### src/logic/lic_map.svh
// Purpose: addresses, reset values, field positions and figures of the line interface bank
// Assumes: included by bare name; definitions only
// Notes: byte addresses on a 32-bit AHB-Lite bus, one word per register
`ifndef LIC_MAP_SVH
`define LIC_MAP_SVH

// ==========================================================================
// register addresses and reset values
`define LIC_OFS_GAIN 12'h000
`define LIC_OFS_HOOK 12'h004
`define LIC_OFS_LOOP 12'h008
`define LIC_GAIN_RST 8'h0f
`define LIC_HOOK_RST 8'h00
`define LIC_LOOP_RST 8'hf0
`define LIC_GAIN_RMASK 8'h0f
`define LIC_HOOK_RMASK 8'h3f

// ==========================================================================
// field positions
`define LIC_RXG_MSB 3
`define LIC_RXG_LSB 2
`define LIC_TXG_MSB 1
`define LIC_TXG_LSB 0
`define LIC_OHS_MSB 5
`define LIC_OHS_LSB 4
`define LIC_CAP_BIT 3
`define LIC_RZ_BIT 2
`define LIC_RT_BIT 0
`define LIC_MINI_MSB 7
`define LIC_MINI_LSB 6
`define LIC_DCV_MSB 5
`define LIC_DCV_LSB 4
`define LIC_ACT_MSB 3
`define LIC_ACT_LSB 0

// ==========================================================================
// analog figures as codes
`define LIC_GAIN_MUTE 2'b11
`define LIC_RX_BASE_DB 6'd0
`define LIC_TX_BASE_DB 6'd18
`define LIC_STEP_DB 6'd6
`define LIC_MINI_BASE_MA 5'd10
`define LIC_MINI_STEP_MA 5'd2
`define LIC_CAP_MA 7'd60
`define LIC_NO_CAP_MA 7'd0
`define LIC_DCT_MV0 12'd3100
`define LIC_DCT_MV1 12'd3200
`define LIC_DCT_MV2 12'd3350
`define LIC_DCT_MV3 12'd3500
`define LIC_RING_LO0_CV 12'd1350
`define LIC_RING_HI0_CV 12'd1650
`define LIC_RING_LO1_CV 12'd1935
`define LIC_RING_HI1_CV 12'd2365
`define LIC_ACT_REAL600 4'h0
`define LIC_ACT_COMPLEX 4'h3

// ==========================================================================
// timing
`define LIC_CLK_KHZ 200000
`define LIC_HOOK_FAST_MS 0.5
`define LIC_HOOK_MID_MS 3
`define LIC_HOOK_SLOW_MS 20

// ==========================================================================
// bus codes
`define LIC_HTRANS_NONSEQ 2'b10
`define LIC_HRESP_OKAY 1'b0

`endif

### src/logic/lic_pkg.sv
// Purpose: shared types of the line interface bank
// Assumes: nothing
// Notes: constants live in lic_map.svh
package lic_pkg;
  // ==========================================================================
  // release timer states
  typedef enum logic {
    REL_IDLE,
    REL_BUSY
  } lic_rel_state_e;

  // register select decoded from the bus address
  typedef enum logic [1:0] {
    SEL_NONE,
    SEL_GAIN,
    SEL_HOOK,
    SEL_LOOP
  } lic_sel_e;
endpackage

### src/logic/lic_gain_decode.sv
// Purpose: turns a two-bit monitor gain code into attenuation and mute
// Assumes: code 3 always mutes
// Notes: attenuation in dB below unity, positive number
`timescale 1ns/10ps
`include "lic_map.svh"
module lic_gain_decode #(
  parameter logic [5:0] BASE_DB = 6'd0
) (
  input wire logic clk_sys_in,
  input wire logic rstn_in,
  input wire logic [1:0] code_in,
  output logic [5:0] atten_db_out,
  output logic mute_out
);
  logic [5:0] atten_next;
  logic mute_next;

  // ==========================================================================
  // base plus six dB per step; muted code still gives base plus three steps (18 dB)
  always_comb begin
    atten_next = BASE_DB + 6'(`LIC_STEP_DB * {4'h0, code_in});
    mute_next = (code_in == `LIC_GAIN_MUTE);
  end

  always_ff @(posedge clk_sys_in or negedge rstn_in) begin
    if (!rstn_in) begin
      atten_db_out <= 6'h00;
      mute_out <= 1'b1;
    end else begin
      atten_db_out <= atten_next;
      mute_out <= mute_next;
    end
  end
endmodule

### src/logic/lic_hook_timer.sv
// Purpose: times the on-hook release that a hook register write starts
// Assumes: load_in is a one-cycle pulse on each hook register write
// Notes: a new write restarts the count with the new speed
`timescale 1ns/10ps
module lic_hook_timer #(
  parameter int unsigned FAST_CYC = 100000,
  parameter int unsigned MID_CYC = 600000,
  parameter int unsigned SLOW_CYC = 4000000,
  parameter int unsigned CNT_W = 23
) (
  input wire logic clk_sys_in,
  input wire logic rstn_in,
  input wire logic load_in,
  input wire logic [1:0] speed_in,
  output logic busy_out
);
  lic_pkg::lic_rel_state_e state_reg, state_next;
  logic [CNT_W-1:0] cnt_reg, cnt_next;

  // ==========================================================================
  // count down from the selected time; upper speed bit alone picks the slow one
  always_comb begin
    state_next = state_reg;
    cnt_next = cnt_reg;
    if (load_in) begin
      state_next = lic_pkg::REL_BUSY;
      if (speed_in[1]) begin
        cnt_next = CNT_W'(SLOW_CYC - 1);
      end else if (speed_in[0]) begin
        cnt_next = CNT_W'(MID_CYC - 1);
      end else begin
        cnt_next = CNT_W'(FAST_CYC - 1);
      end
    end else begin
      case (state_reg)
        lic_pkg::REL_IDLE: begin
          cnt_next = '0;
        end
        lic_pkg::REL_BUSY: begin
          if (cnt_reg == '0) begin
            state_next = lic_pkg::REL_IDLE;
          end else begin
            cnt_next = cnt_reg - 1'b1;
          end
        end
        default: begin
          state_next = lic_pkg::REL_IDLE;
        end
      endcase
    end
  end

  always_ff @(posedge clk_sys_in or negedge rstn_in) begin
    if (!rstn_in) begin
      state_reg <= lic_pkg::REL_IDLE;
      cnt_reg <= '0;
      busy_out <= 1'b0;
    end else begin
      state_reg <= state_next;
      cnt_reg <= cnt_next;
      busy_out <= (state_next == lic_pkg::REL_BUSY);
    end
  end
endmodule

### src/logic/lic_regs.sv
// Purpose: line interface configuration bank on an AHB-Lite slave
// Assumes: single master, zero wait states, whole-word transfers
// Notes: settings leave as fields and as decoded figures, all registered
// ==========================================================================
`timescale 1ns/10ps
`include "lic_map.svh"
module lic_regs #(
  parameter int unsigned ADDR_W = 12,
  parameter int unsigned HOOK_FAST_CYC = int'(`LIC_HOOK_FAST_MS * `LIC_CLK_KHZ),
  parameter int unsigned HOOK_MID_CYC = `LIC_HOOK_MID_MS * `LIC_CLK_KHZ,
  parameter int unsigned HOOK_SLOW_CYC = `LIC_HOOK_SLOW_MS * `LIC_CLK_KHZ
) (
  input wire logic clk_sys_in,
  input wire logic rstn_in,
  input wire logic hsel_in,
  input wire logic [ADDR_W-1:0] haddr_in,
  input wire logic [1:0] htrans_in,
  input wire logic hwrite_in,
  input wire logic [2:0] hsize_in,
  input wire logic [31:0] hwdata_in,
  input wire logic hready_in,
  output logic hreadyout_out,
  output logic hresp_out,
  output logic [31:0] hrdata_out,
  output logic [5:0] rx_gain_atten_db_out,
  output logic rx_gain_mute_out,
  output logic [5:0] tx_gain_atten_db_out,
  output logic tx_gain_mute_out,
  output logic [1:0] hook_release_speed_out,
  output logic loop_release_busy_out,
  output logic loop_current_cap_en_out,
  output logic [6:0] loop_current_cap_ma_out,
  output logic ringer_impedance_sel_out,
  output logic ring_threshold_sel_out,
  output logic [11:0] ring_window_lo_cv_out,
  output logic [11:0] ring_window_hi_cv_out,
  output logic [1:0] min_loop_current_out,
  output logic [4:0] min_loop_current_ma_out,
  output logic [1:0] line_voltage_adjust_out,
  output logic [11:0] line_dc_control_pin_mv_out,
  output logic [3:0] ac_termination_sel_out,
  output logic ac_term_real600_out,
  output logic ac_term_complex_out
);
  // ==========================================================================
  // state
  logic [7:0] gain_reg, gain_next;
  logic [7:0] hook_reg, hook_next;
  logic [7:0] loop_reg, loop_next;
  lic_pkg::lic_sel_e wsel_reg, wsel_next;
  logic [31:0] rdata_reg, rdata_next;
  logic hook_wr_reg, hook_wr_next;
  logic [6:0] cap_ma_reg, cap_ma_next;
  logic [11:0] ring_lo_reg, ring_lo_next;
  logic [11:0] ring_hi_reg, ring_hi_next;
  logic [4:0] mini_ma_reg, mini_ma_next;
  logic [11:0] dct_mv_reg, dct_mv_next;
  logic real600_reg, real600_next;
  logic complex_reg, complex_next;
  logic addr_take;
  lic_pkg::lic_sel_e asel;

  // address to register select; unmapped words give SEL_NONE
  function automatic lic_pkg::lic_sel_e lic_decode(input logic [ADDR_W-1:0] addr);
    lic_decode = lic_pkg::SEL_NONE;
    if (addr == ADDR_W'(`LIC_OFS_GAIN)) begin
      lic_decode = lic_pkg::SEL_GAIN;
    end else if (addr == ADDR_W'(`LIC_OFS_HOOK)) begin
      lic_decode = lic_pkg::SEL_HOOK;
    end else if (addr == ADDR_W'(`LIC_OFS_LOOP)) begin
      lic_decode = lic_pkg::SEL_LOOP;
    end
  endfunction

  // ==========================================================================
  // bus slave: address phase captured, write lands in the data phase
  always_comb begin
    addr_take = hsel_in && hready_in && htrans_in[1] && !hsize_in[2];
    asel = addr_take ? lic_decode(haddr_in) : lic_pkg::SEL_NONE;
    wsel_next = (addr_take && hwrite_in) ? asel : lic_pkg::SEL_NONE;
    gain_next = gain_reg;
    hook_next = hook_reg;
    loop_next = loop_reg;
    hook_wr_next = 1'b0;
    case (wsel_reg)
      lic_pkg::SEL_GAIN: begin
        gain_next = hwdata_in[7:0] & `LIC_GAIN_RMASK;
      end
      lic_pkg::SEL_HOOK: begin
        hook_next = hwdata_in[7:0] & `LIC_HOOK_RMASK;
        hook_wr_next = 1'b1;
      end
      lic_pkg::SEL_LOOP: begin
        loop_next = hwdata_in[7:0];
      end
      default: begin
        hook_wr_next = 1'b0;
      end
    endcase
    // read data from next values so a read right behind a write sees it
    rdata_next = 32'h0000_0000;
    if (addr_take && !hwrite_in) begin
      case (asel)
        lic_pkg::SEL_GAIN: rdata_next = {24'h00_0000, gain_next};
        lic_pkg::SEL_HOOK: rdata_next = {24'h00_0000, hook_next};
        lic_pkg::SEL_LOOP: rdata_next = {24'h00_0000, loop_next};
        default: rdata_next = 32'h0000_0000;
      endcase
    end
  end

  // reset values make both gain paths muted and the loop fields at highest codes, except AC termination at code 0
  always_ff @(posedge clk_sys_in or negedge rstn_in) begin
    if (!rstn_in) begin
      gain_reg <= `LIC_GAIN_RST;
      hook_reg <= `LIC_HOOK_RST;
      loop_reg <= `LIC_LOOP_RST;
      wsel_reg <= lic_pkg::SEL_NONE;
      rdata_reg <= 32'h0000_0000;
      hook_wr_reg <= 1'b0;
    end else begin
      gain_reg <= gain_next;
      hook_reg <= hook_next;
      loop_reg <= loop_next;
      wsel_reg <= wsel_next;
      rdata_reg <= rdata_next;
      hook_wr_reg <= hook_wr_next;
    end
  end

  assign hrdata_out = rdata_reg;
  // zero wait states; both fixed outputs are constant flops in effect
  always_ff @(posedge clk_sys_in or negedge rstn_in) begin
    if (!rstn_in) begin
      hreadyout_out <= 1'b1;
      hresp_out <= `LIC_HRESP_OKAY;
    end else begin
      hreadyout_out <= 1'b1;
      hresp_out <= `LIC_HRESP_OKAY;
    end
  end

  // ==========================================================================
  // field outputs straight from the stored bits
  assign hook_release_speed_out = hook_reg[`LIC_OHS_MSB:`LIC_OHS_LSB];
  assign loop_current_cap_en_out = hook_reg[`LIC_CAP_BIT];
  assign ringer_impedance_sel_out = hook_reg[`LIC_RZ_BIT];
  assign ring_threshold_sel_out = hook_reg[`LIC_RT_BIT];
  assign min_loop_current_out = loop_reg[`LIC_MINI_MSB:`LIC_MINI_LSB];
  assign line_voltage_adjust_out = loop_reg[`LIC_DCV_MSB:`LIC_DCV_LSB];
  assign ac_termination_sel_out = loop_reg[`LIC_ACT_MSB:`LIC_ACT_LSB];

  // ==========================================================================
  // decoded analog figures, one cycle behind the fields
  always_comb begin
    cap_ma_next = hook_reg[`LIC_CAP_BIT] ? `LIC_CAP_MA : `LIC_NO_CAP_MA;
    ring_lo_next = hook_reg[`LIC_RT_BIT] ? `LIC_RING_LO1_CV : `LIC_RING_LO0_CV;
    ring_hi_next = hook_reg[`LIC_RT_BIT] ? `LIC_RING_HI1_CV : `LIC_RING_HI0_CV;
    mini_ma_next = `LIC_MINI_BASE_MA
      + 5'(`LIC_MINI_STEP_MA * {3'h0, loop_reg[`LIC_MINI_MSB:`LIC_MINI_LSB]});
    case (loop_reg[`LIC_DCV_MSB:`LIC_DCV_LSB])
      2'b00: dct_mv_next = `LIC_DCT_MV0;
      2'b01: dct_mv_next = `LIC_DCT_MV1;
      2'b10: dct_mv_next = `LIC_DCT_MV2;
      default: dct_mv_next = `LIC_DCT_MV3;
    endcase
    // other termination codes select neither documented network
    real600_next = (loop_reg[`LIC_ACT_MSB:`LIC_ACT_LSB] == `LIC_ACT_REAL600);
    complex_next = (loop_reg[`LIC_ACT_MSB:`LIC_ACT_LSB] == `LIC_ACT_COMPLEX);
  end

  always_ff @(posedge clk_sys_in or negedge rstn_in) begin
    if (!rstn_in) begin
      cap_ma_reg <= `LIC_NO_CAP_MA;
      ring_lo_reg <= `LIC_RING_LO0_CV;
      ring_hi_reg <= `LIC_RING_HI0_CV;
      mini_ma_reg <= `LIC_MINI_BASE_MA;
      dct_mv_reg <= `LIC_DCT_MV0;
      real600_reg <= 1'b0;
      complex_reg <= 1'b0;
    end else begin
      cap_ma_reg <= cap_ma_next;
      ring_lo_reg <= ring_lo_next;
      ring_hi_reg <= ring_hi_next;
      mini_ma_reg <= mini_ma_next;
      dct_mv_reg <= dct_mv_next;
      real600_reg <= real600_next;
      complex_reg <= complex_next;
    end
  end

  assign loop_current_cap_ma_out = cap_ma_reg;
  assign ring_window_lo_cv_out = ring_lo_reg;
  assign ring_window_hi_cv_out = ring_hi_reg;
  assign min_loop_current_ma_out = mini_ma_reg;
  assign line_dc_control_pin_mv_out = dct_mv_reg;
  assign ac_term_real600_out = real600_reg;
  assign ac_term_complex_out = complex_reg;

  // ==========================================================================
  // monitor gain decoders and hook release timer
  lic_gain_decode #(.BASE_DB(`LIC_RX_BASE_DB)) u_rx_gain (
    .clk_sys_in(clk_sys_in),
    .rstn_in(rstn_in),
    .code_in(gain_reg[`LIC_RXG_MSB:`LIC_RXG_LSB]),
    .atten_db_out(rx_gain_atten_db_out),
    .mute_out(rx_gain_mute_out)
  );

  lic_gain_decode #(.BASE_DB(`LIC_TX_BASE_DB)) u_tx_gain (
    .clk_sys_in(clk_sys_in),
    .rstn_in(rstn_in),
    .code_in(gain_reg[`LIC_TXG_MSB:`LIC_TXG_LSB]),
    .atten_db_out(tx_gain_atten_db_out),
    .mute_out(tx_gain_mute_out)
  );

  // release starts on the write itself, not on a change of value
  lic_hook_timer #(
    .FAST_CYC(HOOK_FAST_CYC),
    .MID_CYC(HOOK_MID_CYC),
    .SLOW_CYC(HOOK_SLOW_CYC),
    .CNT_W(23)
  ) u_hook_timer (
    .clk_sys_in(clk_sys_in),
    .rstn_in(rstn_in),
    .load_in(hook_wr_reg),
    .speed_in(hook_reg[`LIC_OHS_MSB:`LIC_OHS_LSB]),
    .busy_out(loop_release_busy_out)
  );

  // ==========================================================================
  // checks
  logic seen_reg;
  always_ff @(posedge clk_sys_in or negedge rstn_in) begin
    if (!rstn_in) begin
      seen_reg <= 1'b0;
    end else begin
      seen_reg <= 1'b1;
    end
  end

  rx_gain_map_a: assert property (@(posedge clk_sys_in) disable iff (!rstn_in)
    seen_reg |-> (rx_gain_mute_out == ($past(gain_reg[3:2]) == `LIC_GAIN_MUTE))
      && (rx_gain_mute_out || rx_gain_atten_db_out == 6'(`LIC_STEP_DB * $past(gain_reg[3:2]))))
    else $error("rx monitor gain does not follow its code");

  tx_gain_map_a: assert property (@(posedge clk_sys_in) disable iff (!rstn_in)
    seen_reg |-> (tx_gain_mute_out == ($past(gain_reg[1:0]) == `LIC_GAIN_MUTE))
      && (tx_gain_mute_out || tx_gain_atten_db_out
        == 6'(`LIC_TX_BASE_DB + `LIC_STEP_DB * $past(gain_reg[1:0]))))
    else $error("tx monitor gain does not follow its code");

  reset_values_a: assert property (@(posedge clk_sys_in) disable iff (!rstn_in)
    !seen_reg |-> gain_reg == `LIC_GAIN_RST && loop_reg == `LIC_LOOP_RST)
    else $error("bank reset values wrong");

  gain_read_zero_a: assert property (@(posedge clk_sys_in) disable iff (!rstn_in)
    (addr_take && !hwrite_in && asel == lic_pkg::SEL_GAIN) |=> hrdata_out[31:4] == 28'h0)
    else $error("gain register reserved bits not zero");

  release_start_a: assert property (@(posedge clk_sys_in) disable iff (!rstn_in)
    hook_wr_reg |=> loop_release_busy_out [*2])
    else $error("hook write did not start the release");

  cap_value_a: assert property (@(posedge clk_sys_in) disable iff (!rstn_in)
    seen_reg |-> loop_current_cap_ma_out == ($past(hook_reg[3]) ? `LIC_CAP_MA : `LIC_NO_CAP_MA))
    else $error("loop current cap figure wrong");

  ringer_write_a: assert property (@(posedge clk_sys_in) disable iff (!rstn_in)
    wsel_reg == lic_pkg::SEL_HOOK |=> ringer_impedance_sel_out == $past(hwdata_in[2]))
    else $error("ringer impedance bit not written");

  ring_window_a: assert property (@(posedge clk_sys_in) disable iff (!rstn_in)
    seen_reg |-> ring_window_hi_cv_out
      == ($past(hook_reg[0]) ? `LIC_RING_HI1_CV : `LIC_RING_HI0_CV))
    else $error("ring window wrong");

  min_current_a: assert property (@(posedge clk_sys_in) disable iff (!rstn_in)
    seen_reg |-> min_loop_current_ma_out
      == 5'(`LIC_MINI_BASE_MA + `LIC_MINI_STEP_MA * $past(loop_reg[7:6])))
    else $error("minimum loop current wrong");

  dc_pin_a: assert property (@(posedge clk_sys_in) disable iff (!rstn_in)
    (seen_reg && $past(loop_reg[5:4]) == 2'b10) |-> line_dc_control_pin_mv_out == `LIC_DCT_MV2)
    else $error("line dc control pin voltage wrong");

  ac_term_a: assert property (@(posedge clk_sys_in) disable iff (!rstn_in)
    seen_reg |-> ac_term_complex_out == ($past(loop_reg[3:0]) == `LIC_ACT_COMPLEX))
    else $error("complex termination flag wrong");

  loop_write_a: assert property (@(posedge clk_sys_in) disable iff (!rstn_in)
    wsel_reg == lic_pkg::SEL_LOOP |=> loop_reg == $past(hwdata_in[7:0]))
    else $error("loop register write lost");
endmodule

### config.mk
export PLATFORM = sky130hd
export DESIGN_NAME = lic_regs
export DESIGN_NICKNAME = d
export VERILOG_FILES = /design/src/logic/lic_pkg.sv /design/src/logic/lic_gain_decode.sv /design/src/logic/lic_hook_timer.sv /design/src/logic/lic_regs.sv
export VERILOG_INCLUDE_DIRS = /design/src /design/src/logic
export SDC_FILE = /design/constraint.sdc
export NUM_CORES = 1
export LEC_CHECK = 0
export BUFFER_PORTS_ARGS = -buffer_cell sky130_fd_sc_hd__buf_2
export CAP_MARGIN = 20
export CORE_UTILIZATION = 49
export DETAILED_ROUTE_END_ITERATION = 8
export GPL_TIMING_DRIVEN = 0
export PLACE_DENSITY_LB_ADDON = 0.3
export SYNTH_ARGS = -nofsm -noshare
export SYNTH_HDL_FRONTEND = slang
export SYNTH_SLANG_ARGS = --single-unit
### constraint.sdc
create_clock -name clk_sys_in -period 2.4 [get_ports clk_sys_in]
set_input_delay 0.12 -clock clk_sys_in [delete_from_list [all_inputs] [get_ports clk_sys_in]]
set_output_delay 0.12 -clock clk_sys_in [all_outputs]
set_load 0.01 [all_outputs]
==> results.sh <==
export IMPL_crit_cells=5
export IMPL_remaining_drc_errors=0
export IMPL_slew_headroom_pct=63.3
export IMPL_skew_ns=0.00729
export IMPL_hp_class="input port to register"
export IMPL_period_share_pct=92.2
export IMPL_cts_root_buf="clkbuf_8"
export IMPL_min_period_ns=2.21
export IMPL_critPathKind="register to register"
export IMPL_gp_congestion=0.848
export IMPL_ys_types=54
export IMPL_ios=166
export IMPL_coreArea_um2=8680
export IMPL_cp_data_required_time_ns=2.65
export IMPL_place_hpwl_um=6820
export IMPL_finalNonFillerCells=669
export IMPL_crit_buf_inv=0
export IMPL_crit_fanout=6
export IMPL_clk_pin_slew_worst_paths_ns=0.09
export IMPL_num_vias=3286
export IMPL_worst_slack_ns=0.187
export IMPL_syn_area_um2=4390
export IMPL_tightest_slew_ns=0.547
export IMPL_synth_async_reset_ratio_pct=100
export IMPL_antenna_left=0
export IMPL_cts_sinks=86
export IMPL_final_setup_tns_ns=0
export IMPL_slowest_stage="or4_1"
export IMPL_dp_slack_ns=0.0167
export IMPL_max_clock_path_buffers=2
export IMPL_leakagePower_nw=2.85
export IMPL_slowest_delay_ns=0.63
export IMPL_synth_cells=406
export IMPL_drtIter0Drc=206
export IMPL_vdd_drop_max_mv=0.480
export IMPL_wl_um=9280
export IMPL_startpoint_type="register"
export IMPL_die_h_um=96.6
export IMPL_ys_ff_latch=86
export IMPL_wl_per_cell_um=13.9
export IMPL_rr_worst_depth=5
export IMPL_htree_levels=3
export IMPL_dieWidth_um=96.6
export IMPL_grt_max_degree=48
export IMPL_min_from="hwdata_in[6]"
export IMPL_numCtsBuffers=9
export IMPL_dp_cells=649
export IMPL_rr_startpoint="u_hook_timer.cnt_reg[19]"
export IMPL_yosysTopAreaCell="dfrtp_1"
export IMPL_finalHoldViolCount=0
export IMPL_port_buffers=88
export IMPL_grt_usage_pct=20.2
export IMPL_synth_flop_cell="dfrtp_1"
export IMPL_critPathLaunch="u_hook_timer.cnt_reg[19]"
export IMPL_whs_path_depth=2
export IMPL_rows=34
export IMPL_p_per_area_nw_per_um2=521
export IMPL_path_cells="or4_1 > nor4_4 > and3_1 > a21oi_1 > o2bb2a_4"
export IMPL_start_util_pct=50.5
export IMPL_cts_tree="yes"
export IMPL_critical_path_arrival_ns=2.46
export IMPL_viasPerCell=4.91
export IMPL_setup_violations=0
export IMPL_synth_top_area_share_pct=39.9
export IMPL_grt_pass1_vias=3282
export IMPL_synth_edf_count=0
export IMPL_finalPower_mw=2.81
export IMPL_largest_reg_flops=23
export IMPL_rsz0062_at_grt="no"
export IMPL_grt_pass1_wl_um=15200
export IMPL_ys_warn_count=0
export IMPL_cp_end_kind="register"
export IMPL_drv_slew=0
export IMPL_postLayoutCoreUtil_pct=62.1
export IMPL_outcome="finished, final reports clean"
export IMPL_area_delta_synth_final_pct=22.8
export IMPL_final_nets=622
export IMPL_grt_overflow=0
export IMPL_synth_area_leaders="dfrtp_1 40%, buf_4 11%, dfstp_2 9.6%"
export IMPL_antenna_found_initial=0
export IMPL_crit_family="simple AND/OR/NAND/NOR gates"
export IMPL_diodes=0
export IMPL_dieArea_um2=9330
export IMPL_fmax_mhz=452
export IMPL_drtPass1Iterations=6
export IMPL_drv_cap=0
export IMPL_layout_drive_gt1_share_pct=39.0
export IMPL_syn_avg_cell_area_um2=10.8
export IMPL_yosysSeqAreaShare_pct=49.5
export IMPL_clock_latency_ns=0.35
[final cells by class]
cell class                      count  area, µm²
Sequential cell                    86       2170
Inverter                           23       86.3
Multi-Input combinational cell    264       1770
Buffer                             79        541
Clock inverter                      7       57.6
Fill cell                         747       3290
Clock buffer                        9        124
Timing Repair Buffer               93        505
Tap cell                          108        135
[metrics by stage]
step | cell area (µm²) | hold WS (ns)
final | 5390 | 0.0280
after global routing | 5390 | 0.0106
after CTS | 5360 | 0.00302
after detailed placement | 5160 | 0.131
after global placement | 5130 | 0.378
after floorplan | 4560 | -0.176
[Yosys cell counts (3+ instances only)]
cell / number
dfrtp_1: 70
buf_4: 65
inv_1: 23
nor2_1: 22
mux2_2: 18
dfstp_2: 16
a21oi_1: 14
o21ai_0: 14
clkbuf_1: 13
ha_1: 12
nand2_1: 10
xnor2_1: 10
nor3_1: 9
nor4_1: 9
nand2b_1: 8
and2_1: 6
o21bai_1: 6
o22ai_1: 6
xor2_1: 6
a22oi_1: 5
a311oi_1: 4
nand3_1: 4
o221ai_1: 4
or2_2: 4
or3_1: 4
or4_1: 4
mux2i_1: 3
[cells by family (layout without fill, tap and decap cells)]
kind of cell	Yosys count	in the layout	synth area share, %
xor+xnor	16	16	3.20
mux	21	21	5.31
flops	86	86	49.5
buf+inv	102	211	14.3
fa+ha+maj	12	12	3.42
simple gates	95	95	12.4
other cells	2	48	0.171
compound gates	72	72	11.7
[where the power goes]
part	switching (mW)	total [mW]	internal, mW
Sequential	0.0325	1.54	1.50
Combinational	0.177	0.339	0.163
Clock	0.546	0.933	0.386
[timing repair]
item                                    in CTS  in global routing
hold buffers                                 1                  1
endpoints found under the setup margin       2                  7
resized for setup                            0                  1
pin swaps                                    1                  1
endpoints found under the hold margin       30                  1
buffers inserted                             0                  2
[cells in the final DEF (no fill, tap or decap), types with 9 or more instances in the layout]
cell type / n
a21oi_1: 14
buf_2: 87
buf_4: 68
clkbuf_1: 13
clkbuf_8: 9
conb_1: 48
dfrtp_1: 70
dfstp_2: 16
ha_1: 12
inv_1: 23
mux2_2: 18
nand2_1: 10
nor2_1: 22
nor3_1: 9
o21ai_0: 14
xnor2_1: 10
[worst register-to-register path, cell delays in order, from the launching register on]
cell,delay [ns]
dfrtp_1,0.45
or4_1,0.63
nor4_4,0.43
and3_1,0.30
a21oi_1,0.08
o2bb2a_4,0.22
[layer usage]
layer / GRT usage [%] / share of wire, % / vias up
met5: 0 / 0 / -
met3: 4.77 / 5.3 / 10
li1: - / - / 1597
met4: 7.69 / 1.0 / 0
met2: 35.5 / 54 / 109
met1: 23.8 / 39 / 1570
[final timing paths]
kind / endpoint / slack, ns
worst min register to register: u_rx_gain.atten_db_out[1] / 0.45
max in group asynchronous: u_tx_gain.mute_out / 1.45
worst max-delay path: u_hook_timer.cnt_reg[13] / 0.19
worst max register to register: u_hook_timer.cnt_reg[13] / 0.19
worst min-delay path: loop_reg[6] / 0.03
min in group asynchronous: u_hook_timer.cnt_reg[12] / 0.29
No activity file was read; power rests on OpenSTA's default activity.
